`config.mk`:
```
export PLATFORM = sky130hd
export DESIGN_NAME = node_id_bitrate_boot_select
export DESIGN_NICKNAME = d
export VERILOG_FILES = /design/src/hdl/boot_select_pkg.sv /design/src/hdl/node_id_bitrate_boot_select.sv
export SDC_FILE = /design/constraint.sdc
export NUM_CORES = 1
export LEC_CHECK = 0
export BUFFER_PORTS_ARGS = -buffer_cell sky130_fd_sc_hd__buf_2
export CAP_MARGIN = 0
export CELL_PAD_IN_SITES_DETAIL_PLACEMENT = 1
export CELL_PAD_IN_SITES_GLOBAL_PLACEMENT = 1
export CORE_MARGIN = 4
export CORE_UTILIZATION = 41
export DETAILED_ROUTE_END_ITERATION = 7
export HOLD_SLACK_MARGIN = 0.1
export PLACE_DENSITY_LB_ADDON = 0.1
export SETUP_SLACK_MARGIN = 0.5
export SLEW_MARGIN = 15
export SYNTH_ARGS = -nofsm -noshare
export SYNTH_HDL_FRONTEND = slang
export SYNTH_SLANG_ARGS = --single-unit
```
`constraint.sdc`:
```
create_clock -name core_clk -period 2.4 [get_ports core_clk]
set_input_delay 0 -clock core_clk [delete_from_list [all_inputs] [get_ports core_clk]]
set_output_delay 0 -clock core_clk [all_outputs]
set_load 0.02 [all_outputs]
```
`src/hdl/boot_select_pkg.sv`:
```
// constants for the power-on node identifier and bit rate selector
// assumes a 16-bit setup store answering reads one word at a time
// Summary of operation
// - table identifier may be 1 to 255
// - canopen: identifier above 127 at power-on becomes 255, unconfigured
// - unconfigured: accept only layer setting commands
// - unconfigured: send nothing but layer setting answers
// - serial write of 1..127 leaves unconfigured state
// - valid table, flag set: identifier from table
// - valid table, flag clear: last stored identifier, else hardware inputs
// - invalid table: stored identifier, else hardware inputs
// - only four bit rates exist
// - valid table, rate flag set: rate from table
// - otherwise use last stored bit rate
// - nothing stored and invalid table or rate flag clear: 500 kbit/s
// - copy table to ram at power-on, use copy
package boot_select_pkg;

	// ==========================================================
	// setup table layout
	localparam int          TBL_WORDS     = 4;
	localparam logic [15:0] TBL_NVM_BASE  = 16'h0000;
	localparam logic [1:0]  W_SIGNATURE   = 2'h0;
	localparam logic [1:0]  W_FLAGS       = 2'h1;
	localparam logic [1:0]  W_NODE_ID     = 2'h2;
	localparam logic [1:0]  W_RATE        = 2'h3;
	// arbitrary marker of a valid table
	localparam logic [15:0] TBL_SIGNATURE = 16'ha55a;
	localparam int          FLAG_ID_POS   = 0;
	localparam int          FLAG_RATE_POS = 1;

	// ==========================================================
	// identifiers
	localparam logic [7:0] ID_HW_CODE   = 8'h00;
	localparam logic [7:0] ID_MIN       = 8'h01;
	localparam logic [7:0] ID_CANOPEN_MAX = 8'h7f;
	localparam logic [7:0] ID_UNCONF    = 8'hff;

	// ==========================================================
	// bit rates
	typedef enum logic [1:0] {
		RATE_125K = 2'h0,
		RATE_250K = 2'h1,
		RATE_500K = 2'h2,
		RATE_1M   = 2'h3
	} rate_e;
	localparam logic [2:0] RATE_CODE_FW_DEFAULT = 3'h4;
	localparam rate_e      RATE_FW_DEFAULT      = RATE_500K;

	// ==========================================================
	// register map, byte addresses
	localparam logic [5:0] REG_STATUS    = 6'h00;
	localparam logic [5:0] REG_SERIAL_ID = 6'h04;
	localparam logic [5:0] REG_TBL_BASE  = 6'h10;
	localparam logic [1:0] RESP_OKAY     = 2'h0;
	localparam logic [1:0] RESP_SLVERR   = 2'h2;

	typedef enum logic [2:0] {
		ST_LOAD   = 3'b001,
		ST_SELECT = 3'b010,
		ST_RUN    = 3'b100
	} state_e;

endpackage : boot_select_pkg

```
`src/hdl/node_id_bitrate_boot_select.sv`:
```
// power-on choice of node identifier and bit rate, with traffic gating
// assumes a setup store answering each read with nvm_rvalid
`timescale 1ns/100ps
module node_id_bitrate_boot_select
	import boot_select_pkg::*;
(
	// clock and reset
	input  wire logic        core_clk,
	input  wire logic        rst_n,
	// setup store
	output logic             nvm_rd,
	output logic [15:0]      nvm_addr,
	input  wire logic [15:0] nvm_rdata,
	input  wire logic        nvm_rvalid,
	// straps and previously stored values
	input  wire logic        canopen_mode,
	input  wire logic [7:0]  hardware_node_select_inputs,
	input  wire logic        stored_id_valid,
	input  wire logic [7:0]  stored_id,
	input  wire logic        stored_rate_valid,
	input  wire logic [1:0]  stored_rate,
	// layer setting requests from the network master
	input  wire logic        lss_id_we,
	input  wire logic [7:0]  lss_id,
	input  wire logic        lss_rate_we,
	input  wire logic [1:0]  lss_rate,
	// persist last values
	output logic             persist_we,
	output logic [7:0]       node_id,
	output logic [1:0]       bit_rate,
	// network traffic gating
	input  wire logic        rx_valid,
	input  wire logic        rx_is_lss,
	output logic             rx_accept,
	input  wire logic        tx_req,
	input  wire logic        tx_is_lss,
	output logic             tx_grant,
	output logic             tx_enable,
	output logic             unconfigured,
	output logic             select_done,
	// axi4-lite slave
	input  wire logic [5:0]  s_awaddr,
	input  wire logic        s_awvalid,
	output logic             s_awready,
	input  wire logic [31:0] s_wdata,
	input  wire logic [3:0]  s_wstrb,
	input  wire logic        s_wvalid,
	output logic             s_wready,
	output logic [1:0]       s_bresp,
	output logic             s_bvalid,
	input  wire logic        s_bready,
	input  wire logic [5:0]  s_araddr,
	input  wire logic        s_arvalid,
	output logic             s_arready,
	output logic [31:0]      s_rdata,
	output logic [1:0]       s_rresp,
	output logic             s_rvalid,
	input  wire logic        s_rready
);

	// ==========================================================
	// state
	typedef struct packed {
		state_e                     st;
		logic                       rd;
		logic                       wait_rd;
		logic [1:0]                 idx;
		logic [15:0]                addr;
		logic [TBL_WORDS-1:0][15:0] tbl;
		logic [7:0]                 id;
		logic [1:0]                 rate;
		logic                       unconf;
		logic                       done;
		logic                       tx_en;
		logic                       rx_acc;
		logic                       tx_gnt;
		logic                       persist;
		logic                       awrdy;
		logic                       wrdy;
		logic                       aw_got;
		logic [5:0]                 aw_addr;
		logic                       w_got;
		logic [31:0]                w_data;
		logic [3:0]                 w_strb;
		logic                       bvalid;
		logic [1:0]                 bresp;
		logic                       arrdy;
		logic                       rvalid;
		logic [31:0]                rdata;
		logic [1:0]                 rresp;
	} state_s;

	state_s r;
	state_s next_r;

	logic       tbl_ok;
	logic [7:0] src_id;
	logic [7:0] raw_id;
	logic [2:0] tbl_rate;
	logic [5:0] ra;

	// ==========================================================
	// next state
	always_comb begin
		next_r = r;
		next_r.rd = 1'b0;
		next_r.persist = 1'b0;
		tbl_ok = (r.tbl[W_SIGNATURE] == TBL_SIGNATURE);
		// any code past the four rates means the default
		tbl_rate = (r.tbl[W_RATE][15:3] == 13'h0000)
			? r.tbl[W_RATE][2:0] : RATE_CODE_FW_DEFAULT;
		// selection reads only the ram copy, never the store
		if (tbl_ok && r.tbl[W_FLAGS][FLAG_ID_POS]) begin
			src_id = r.tbl[W_NODE_ID][7:0];
		end else if (stored_id_valid) begin
			src_id = stored_id;
		end else begin
			src_id = ID_HW_CODE;
		end
		raw_id = (src_id == ID_HW_CODE) ? hardware_node_select_inputs
			: src_id;
		ra = s_araddr;

		case (r.st)
			ST_LOAD: begin
				// copy the whole table before selection runs
				if (!r.wait_rd) begin
					next_r.rd = 1'b1;
					next_r.wait_rd = 1'b1;
					next_r.addr = TBL_NVM_BASE + {14'h0000, r.idx};
				end else if (nvm_rvalid) begin
					next_r.tbl[r.idx] = nvm_rdata;
					next_r.wait_rd = 1'b0;
					next_r.idx = r.idx + 2'h1;
					if (r.idx == 2'(TBL_WORDS - 1)) begin
						next_r.st = ST_SELECT;
					end
				end
			end
			ST_SELECT: begin
				if (canopen_mode && raw_id > ID_CANOPEN_MAX) begin
					next_r.id = ID_UNCONF;
					next_r.unconf = 1'b1;
				end else begin
					next_r.id = raw_id;
					next_r.unconf = 1'b0;
				end
				if (tbl_ok && r.tbl[W_FLAGS][FLAG_RATE_POS]) begin
					// codes past the default fall back to 500k
					next_r.rate = (tbl_rate < RATE_CODE_FW_DEFAULT)
						? tbl_rate[1:0] : RATE_FW_DEFAULT;
				end else if (stored_rate_valid) begin
					next_r.rate = stored_rate;
				end else begin
					next_r.rate = RATE_FW_DEFAULT;
				end
				next_r.persist = tbl_ok;
				next_r.done = 1'b1;
				next_r.st = ST_RUN;
			end
			ST_RUN: begin
				next_r.tx_en = 1'b1;
				if (lss_id_we) begin
					next_r.id = lss_id;
					next_r.unconf = (lss_id < ID_MIN)
						|| (lss_id > ID_CANOPEN_MAX);
					next_r.persist = 1'b1;
				end
				if (lss_rate_we) begin
					next_r.rate = lss_rate;
					next_r.persist = 1'b1;
				end
			end
			default: begin
				next_r.st = ST_LOAD;
			end
		endcase

		// gating of traffic while unconfigured
		next_r.rx_acc = rx_valid && r.done
			&& (!r.unconf || rx_is_lss);
		next_r.tx_gnt = tx_req && r.tx_en
			&& (!r.unconf || tx_is_lss);

		// axi write: address and data taken in either order
		if (s_awvalid && r.awrdy) begin
			next_r.aw_got = 1'b1;
			next_r.aw_addr = s_awaddr;
		end
		if (s_wvalid && r.wrdy) begin
			next_r.w_got = 1'b1;
			next_r.w_data = s_wdata;
			next_r.w_strb = s_wstrb;
		end
		if (r.aw_got && r.w_got && !r.bvalid) begin
			next_r.aw_got = 1'b0;
			next_r.w_got = 1'b0;
			next_r.bvalid = 1'b1;
			next_r.bresp = RESP_SLVERR;
			if (r.aw_addr == REG_SERIAL_ID) begin
				next_r.bresp = RESP_OKAY;
				// serial rescue: only a valid canopen id clears it
				if (r.w_strb[0] && r.st == ST_RUN
					&& r.w_data[7:0] >= ID_MIN
					&& r.w_data[7:0] <= ID_CANOPEN_MAX) begin
					next_r.id = r.w_data[7:0];
					next_r.unconf = 1'b0;
					next_r.persist = 1'b1;
				end
			end else if (r.aw_addr == REG_STATUS
				|| r.aw_addr[5:4] == REG_TBL_BASE[5:4]) begin
				next_r.bresp = RESP_OKAY;
			end
		end
		if (r.bvalid && s_bready) begin
			next_r.bvalid = 1'b0;
		end
		next_r.awrdy = !next_r.aw_got && !next_r.bvalid;
		next_r.wrdy = !next_r.w_got && !next_r.bvalid;

		// axi read, answer one cycle after the address is taken
		if (s_arvalid && r.arrdy) begin
			next_r.arrdy = 1'b0;
			next_r.rvalid = 1'b1;
			next_r.rresp = RESP_OKAY;
			next_r.rdata = 32'h0000_0000;
			if (ra == REG_STATUS) begin
				next_r.rdata = {20'h0_0000, r.unconf, r.done,
					r.rate, r.id};
			end else if (ra == REG_SERIAL_ID) begin
				next_r.rdata = {24'h00_0000, r.id};
			end else if (ra[5:4] == REG_TBL_BASE[5:4]
				&& ra[1:0] == 2'h0) begin
				next_r.rdata = {16'h0000, r.tbl[ra[3:2]]};
			end else begin
				next_r.rresp = RESP_SLVERR;
			end
		end
		if (r.rvalid && s_rready) begin
			next_r.rvalid = 1'b0;
			next_r.arrdy = 1'b1;
		end
	end

	// ==========================================================
	// registers
	always_ff @(posedge core_clk or negedge rst_n) begin
		if (!rst_n) begin
			r <= '0;
			r.st <= ST_LOAD;
			r.rate <= RATE_FW_DEFAULT;
			r.arrdy <= 1'b1;
			r.addr <= TBL_NVM_BASE;
		end else begin
			r <= next_r;
		end
	end

	// ==========================================================
	// outputs, all from flops
	assign nvm_rd       = r.rd;
	assign nvm_addr     = r.addr;
	assign persist_we   = r.persist;
	assign node_id      = r.id;
	assign bit_rate     = r.rate;
	assign rx_accept    = r.rx_acc;
	assign tx_grant     = r.tx_gnt;
	assign tx_enable    = r.tx_en;
	assign unconfigured = r.unconf;
	assign select_done  = r.done;
	assign s_awready    = r.awrdy;
	assign s_wready     = r.wrdy;
	assign s_bvalid     = r.bvalid;
	assign s_bresp      = r.bresp;
	assign s_arready    = r.arrdy;
	assign s_rvalid     = r.rvalid;
	assign s_rdata      = r.rdata;
	assign s_rresp      = r.rresp;
endmodule : node_id_bitrate_boot_select

```
==> results of run 1 <==
==> power groups by stage <==
| stage | sequential (mW) | clock (mW) | combinational [mW] |
|---|---|---|---|
| 5_1_grt | 4.05 | 2.73 | 3.76 |
| 6_report | 3.92 | 2.57 | 3.51 |
| 3_3_place_gp | 3.88 | 0 | 2.81 |
| 2_1_floorplan | 3.69 | 0 | 2.23 |
| 4_1_cts | 3.91 | 2.63 | 3.30 |
| 3_5_place_dp | 3.94 | 0 | 2.87 |
==> worst max-delay path, stage by stage, from the launching register on <==
cell and delay, ns:
dfrtp_1 0.39, or4bb_1 0.57, nor4_4 0.30, buf_6 0.17, o2111ai_4 0.13, a41oi_4 0.29
buf_12 0.16, a21oi_2 0.06
==> layer usage <==
layer | vias up | GRT usage (%) | wire length, µm
li1 | 2219 | - | -
met1 | 2504 | 28.5 | 8420
met2 | 153 | 36.1 | 9560
met3 | 24 | 4.23 | 885
met4 | 0 | 7.09 | 348
met5 | - | 0 | 0
==> cells in the mapped netlist, types with 2 or more instances <==
library cell / count / area, µm²
clkbuf_1: 9 / 33.8
nor2_1: 17 / 63.8
o2bb2ai_1: 7 / 61.3
a22o_1: 12 / 105
and2_1: 3 / 18.8
and4b_1: 2 / 20.0
ha_1: 4 / 50.1
inv_1: 19 / 71.3
a221oi_1: 7 / 61.3
nand2_1: 20 / 75.1
mux2i_1: 4 / 40.0
nor4_1: 5 / 31.3
nor3b_1: 2 / 15.0
or4bb_1: 2 / 22.5
o21a_1: 2 / 15.0
mux2_2: 83 / 935
nor2b_1: 4 / 25.0
nand3_1: 4 / 20.0
a222oi_1: 12 / 120
nand2b_1: 3 / 18.8
nand4_1: 2 / 12.5
dfrtp_1: 126 / 3150
and4_1: 2 / 17.5
dfstp_2: 3 / 78.8
nor3_1: 6 / 30.0
a21oi_1: 14 / 70.1
o21ai_0: 7 / 35.0
buf_4: 63 / 473
and3_1: 3 / 18.8
a21o_1: 8 / 60.1
mux4_2: 15 / 338
buf_2: 7 / 35.0
a22oi_1: 9 / 67.6
or4_1: 5 / 37.5
or4b_2: 2 / 20.0
==> kinds of logic (layout without fill, tap and decap cells) <==
kind of cell / count (synthesis) / in the layout
AO/OA/AOI/OAI: 84 / 84
other: 1 / 32
buffers and inverters: 100 / 279
multiplexers: 103 / 103
flip-flops: 129 / 129
adder cells (fa/ha/maj): 4 / 4
AND/OR/NAND/NOR: 90 / 90
XOR/XNOR: 1 / 1
==> worst max path at each step <==
stage,startpoint,to,slack [ns],depth (start not counted)
2_1_floorplan,register,node_id[1],0.41,5
3_3_place_gp,register,node_id[3],0.17,5
3_5_place_dp,register,node_id[2],0.14,5
4_1_cts,register,node_id[5],0.31,7
5_1_grt,register,node_id[5],0.12,7
6_report,register,node_id[5],0.20,7
==> layout make-up <==
class                           instances  area [µm²]
Fill cell                            1612        6500
Sequential cell                       129        3230
Multi-Input combinational cell        314        2930
Timing Repair Buffer                  227        1740
Clock buffer                           25         475
Tap cell                              211         264
Clock inverter                          7         110
Inverter                               20        75.1
==> per-stage QoR <==
step / hold WS, ns / utilization, % / power [mW] / area [µm²] / instances
global route: 0.136 / 57.6 / 10.5 / 8820 / 933
floorplan: -0.296 / - / 5.92 / 6580 / 543
global placement: 0.0755 / 46.2 / 6.69 / 7080 / 813
CTS: 0.101 / 56.3 / 9.83 / 8620 / 927
detailed placement: 0.0803 / 46.2 / 6.81 / 7080 / 813
finish: 0.109 / 57.6 / 10.0 / 8820 / 933
==> repair_timing <==
item,CTS,global route
resized for setup,28,28
endpoints found under the hold margin,231,0
pin swaps,12,7
buffers inserted,11,5
setup endpoints to repair,75,75
hold buffers,68,0
cloned,3,1
==> results.sh, run 1 <==
export IMPL_status="completed"
export IMPL_hp_class="primary input to register"
export IMPL_cts_tree="built"
export IMPL_p_per_area_nw_per_um2=1130
export IMPL_final_setup_skew_ns=0.0101
export IMPL_start_util_pct=42.1
export IMPL_cp_required_ns=2.68
export IMPL_via_per_inst=5.25
export IMPL_fmax_mhz=454
export IMPL_finalHoldViolCount=0
export IMPL_ff2ff_setup_slack_ns=0.20
export IMPL_synth_seq_cells=129
export IMPL_final_nets=822
export IMPL_finalSetupTns_ns=0
export IMPL_coreArea_um2=15300
export IMPL_p_seq_share_pct=39.2
export IMPL_die_area_um2=17800
export IMPL_crit_arrival_ns=2.48
export IMPL_grt_pass1_vias=5264
export IMPL_final_common_cell="dfrtp_1"
export IMPL_relSlewSlack_pct=60.1
export IMPL_ys_flop_type="dfrtp_1"
export IMPL_root_buffer="clkbuf_16"
export IMPL_drtIter0Drc=319
export IMPL_r2r_cells=7
export IMPL_insertion_delay_ns=0.41
export IMPL_syn_area_um2=6450
export IMPL_critPathMaxFanout=7
export IMPL_drv_cap=0
export IMPL_numCtsBuffers=17
export IMPL_grt_setup_unrepaired="yes"
export IMPL_avgSynthCellArea_um2=12.6
export IMPL_synth_adder_area_share_pct=0.776
export IMPL_die_h_um=133
export IMPL_antenna_diode_count=0
export IMPL_grt_max_degree=99
export IMPL_end_kind="register"
export IMPL_drtAntennaViolNets=0
export IMPL_async_reset_ff_share_pct=100
export IMPL_worstMarginPinSlew_ns=0.593
export IMPL_hold_path_end="node_id[2]"
export IMPL_switching_share_pct=32.6
export IMPL_final_layout_size_suffix_gt1_share_pct=43.9
export IMPL_worstReg2RegEnd="node_id[5]"
export IMPL_ys_warn_count=0
export IMPL_ir_worst_vdd_v=0.000654
export IMPL_min_from="stored_id[2]"
export IMPL_hold_depth=4
export IMPL_synth_cell_types=54
export IMPL_vias=4900
export IMPL_synth_edf_count=0
export IMPL_cts_sinks=129
export IMPL_mostFrequentLayoutCells="126 x dfrtp_1, 122 x buf_2, 68 x dlygate4sd3_1"
export IMPL_cellLeakagePower_nw=4.19
export IMPL_drc=0
export IMPL_port_buffers=123
export IMPL_internal_power_mw=6.75
export IMPL_wl_um=19200
export IMPL_globalplace_congestion=0.908
export IMPL_synth_simple_area_share_pct=8.26
export IMPL_h_tree_depth=4
export IMPL_area_growth_pct=36.6
export IMPL_setup_viol=0
export IMPL_clkPwrFrac_pct=25.7
export IMPL_grt_ovfl_total=0
export IMPL_switchingPower_mw=3.26
export IMPL_synth_compound_area_share_pct=10.3
export IMPL_finalMaxSlewViolations=0
export IMPL_grt_pass1_wl_um=29800
export IMPL_rows=45
export IMPL_post_route_period_util_pct=91.7
export IMPL_antenna_found_initial=0
export IMPL_drt_first_pass_iters=7
export IMPL_path_class="register to register"
export IMPL_hpwl_um=12600
export IMPL_synth_top_family_by_area="multiplexers"
export IMPL_muxShareOfSynthArea_pct=20.7
export IMPL_gr_usage_all_layers_pct=21.6
export IMPL_synth_xor_area_share_pct=0.136
export IMPL_ys_seq_area_share_pct=50.1
export IMPL_wl_per_cell_um=20.6
export IMPL_fin_ws_ns=0.198
export IMPL_synthCells=512
export IMPL_p_comb_share_pct=35.1
export IMPL_place_ws_ns=0.145
export IMPL_clockBufferDepth=2
export IMPL_io_pins=183
export IMPL_clkTransAtPathRegs_ns=0.05
export IMPL_fin_crit_ns=2.20
export IMPL_die_w_um=133
export IMPL_startpoint_type="register"
No activity file was read; power rests on OpenSTA's default activity.
==> run 2: changes to the inputs <==
--- a/config.mk
+++ b/config.mk
@@ -9,7 +9,7 @@
 export CAP_MARGIN = 0
 export CELL_PAD_IN_SITES_DETAIL_PLACEMENT = 1
 export CELL_PAD_IN_SITES_GLOBAL_PLACEMENT = 1
-export CORE_MARGIN = 4
+export CORE_MARGIN = 10
 export CORE_UTILIZATION = 41
 export DETAILED_ROUTE_END_ITERATION = 7
 export HOLD_SLACK_MARGIN = 0.1
==> run 2 against run 1 <==
Compared with the run above:
- critical path type unchanged
- sequential share of layout area barely moved
- largest cell class unchanged
- total power rose by 1.7%
- die area rose by 19%
- flip-flop and latch count did not move
- clock power rose by 3%
- cell count fell by 0.11%
- register-to-register slack barely moved
- fmax rose by 0.28%
==> results.sh, run 2 (synthesis results as in run 1) <==
export IMPL_max_stage_delay_ns=0.55
export IMPL_cpMaxStageDelayCell="or4bb_1"
export IMPL_via_per_inst=5.33
export IMPL_finalMaxSlewViolations=0
export IMPL_die_h_um=145
export IMPL_drc=0
export IMPL_worstReg2RegEnd="node_id[3]"
export IMPL_area_growth_pct=36.7
export IMPL_p_comb_share_pct=35.0
export IMPL_clkPwrFrac_pct=26.0
export IMPL_fin_ws_ns=0.204
export IMPL_gr_usage_all_layers_pct=18.4
export IMPL_relSlewSlack_pct=54.6
export IMPL_worstMarginPinSlew_ns=0.680
export IMPL_place_ws_ns=0.162
export IMPL_r2r_cells=8
export IMPL_cts_tree="built"
export IMPL_insertion_delay_ns=0.42
export IMPL_final_common_cell="dfrtp_1"
export IMPL_grt_setup_unrepaired="yes"
export IMPL_grt_ovfl_total=0
export IMPL_stdcell_count=932
export IMPL_root_buffer="clkbuf_16"
export IMPL_drtIter0Drc=279
export IMPL_hpwl_um=14000
export IMPL_startpoint_type="register"
export IMPL_post_route_period_util_pct=91.5
export IMPL_fmax_mhz=455
export IMPL_p_seq_share_pct=38.9
export IMPL_fin_crit_ns=2.20
export IMPL_final_nets=817
export IMPL_setup_viol=0
export IMPL_critPathMaxFanout=7
export IMPL_drt_first_pass_iters=5
export IMPL_die_area_um2=21200
export IMPL_antenna_found_initial=3
export IMPL_min_from="stored_id[6]"
export IMPL_grt_max_degree=54
export IMPL_drv_cap=0
export IMPL_place_area_um2=7070
export IMPL_ir_worst_vdd_v=0.000666
export IMPL_cellLeakagePower_nw=4.20
export IMPL_clkTransAtPathRegs_ns=0.06
export IMPL_ff2ff_setup_slack_ns=0.20
export IMPL_stdcell_area_um2=8820
export IMPL_port_buffers=123
export IMPL_end_kind="register"
export IMPL_coreArea_um2=15300
export IMPL_vias=4963
export IMPL_switchingPower_mw=3.39
export IMPL_finalHoldViolCount=0
export IMPL_hp_class="primary input to register"
export IMPL_mostFrequentLayoutCells="126 x dfrtp_1, 122 x buf_2, 66 x mux2_2, 66 x dlygate4sd3_1, 32 x conb_1"
export IMPL_io_pins=183
export IMPL_wl_per_cell_um=22.6
export IMPL_rows=45
export IMPL_hold_path_end="node_id[6]"
export IMPL_internal_power_mw=6.78
export IMPL_drtAntennaViolNets=0
export IMPL_dp_cells=812
export IMPL_numCtsBuffers=17
export IMPL_cp_required_ns=2.74
export IMPL_start_util_pct=42.1
export IMPL_clockBufferDepth=2
export IMPL_finalSetupTns_ns=0
export IMPL_die_w_um=145
export IMPL_crit_arrival_ns=2.53
export IMPL_final_layout_size_suffix_gt1_share_pct=43.9
export IMPL_final_setup_skew_ns=0.00894
export IMPL_p_per_area_nw_per_um2=1150
export IMPL_globalplace_congestion=0.872
export IMPL_grt_pass1_wl_um=31100
export IMPL_cts_sinks=129
export IMPL_switching_share_pct=33.4
export IMPL_path_class="register to register"
export IMPL_grt_pass1_vias=5401
export IMPL_hold_depth=4
export IMPL_h_tree_depth=4
export IMPL_wl_um=21100
export IMPL_crit_chain="or4bb_1 -> nor4_4 -> buf_6 -> buf_4 -> a21o_4 -> a41oi_4 -> buf_12 -> a21oi_2"
export IMPL_status="completed"
==> run 2: worst max path at each step <==
stage | end | slack (ns) | depth (start not counted)
2_1_floorplan | node_id[1] | 0.41 | 5
4_1_cts | node_id[5] | 0.27 | 6
5_1_grt | node_id[0] | 0.1 | 8
3_5_place_dp | node_id[6] | 0.16 | 5
6_report | node_id[3] | 0.20 | 8
3_3_place_gp | node_id[3] | 0.20 | 5
==> run 2: timing repair <==
| item | CTS | global route |
|---|---|---|
| hold buffers | 65 | 1 |
| hold endpoints to repair | 150 | 1 |
| setup endpoints to repair | 75 | 76 |
| setup buffers | 5 | 8 |
| resized for setup | 11 | 45 |
| cloned | 1 | 4 |
| pin swaps | 5 | 12 |
==> run 2: cell type report <==
type / instances / area (µm²)
flip-flops and latches: 129 / 3230
well taps: 211 / 264
clock inverters: 6 / 108
clock buffers: 26 / 489
repair buffers: 222 / 1700
multi-input cells: 314 / 2940
inverters: 20 / 78.8
diodes: 4 / 10.0
fillers: 1579 / 6490
==> run 2: per-layer routing <==
metal  global-route usage (%)  share of wire [%]  vias up
met3                     5.12                5.2       22
met4                     6.67                1.5        0
met2                     29.8                 50      154
met5                        0                  0        -
met1                     23.1                 43     2577
li1                         -                  -     2210
==> run 2: through the flow <==
stage	hold slack [ns]	power [mW]	utilization, %
global route	0.0985	10.7	57.6
detailed placement	0.0732	6.85	46.2
finish	0.101	10.2	57.6
CTS	0.108	9.74	55.1
global placement	0.0723	6.71	46.2
floorplan	-0.296	5.92	-
==> run 2: power groups by stage <==
stage	clock, mW	sequential [mW]	combinational [mW]
detailed placement	0	3.94	2.91
global placement	0	3.88	2.82
finish	2.65	3.96	3.56
global route	2.79	4.07	3.82
CTS	2.68	3.92	3.14
floorplan	0	3.69	2.23
==> run 2: critical path, delay by kind of cell (launching register included) <==
kind | cells | cell delay [ns]
AO/OA/AOI/OAI | 3 | 0.38
AND/OR/NAND/NOR | 2 | 0.84
buffers and inverters | 3 | 0.47
flip-flops | 1 | 0.41
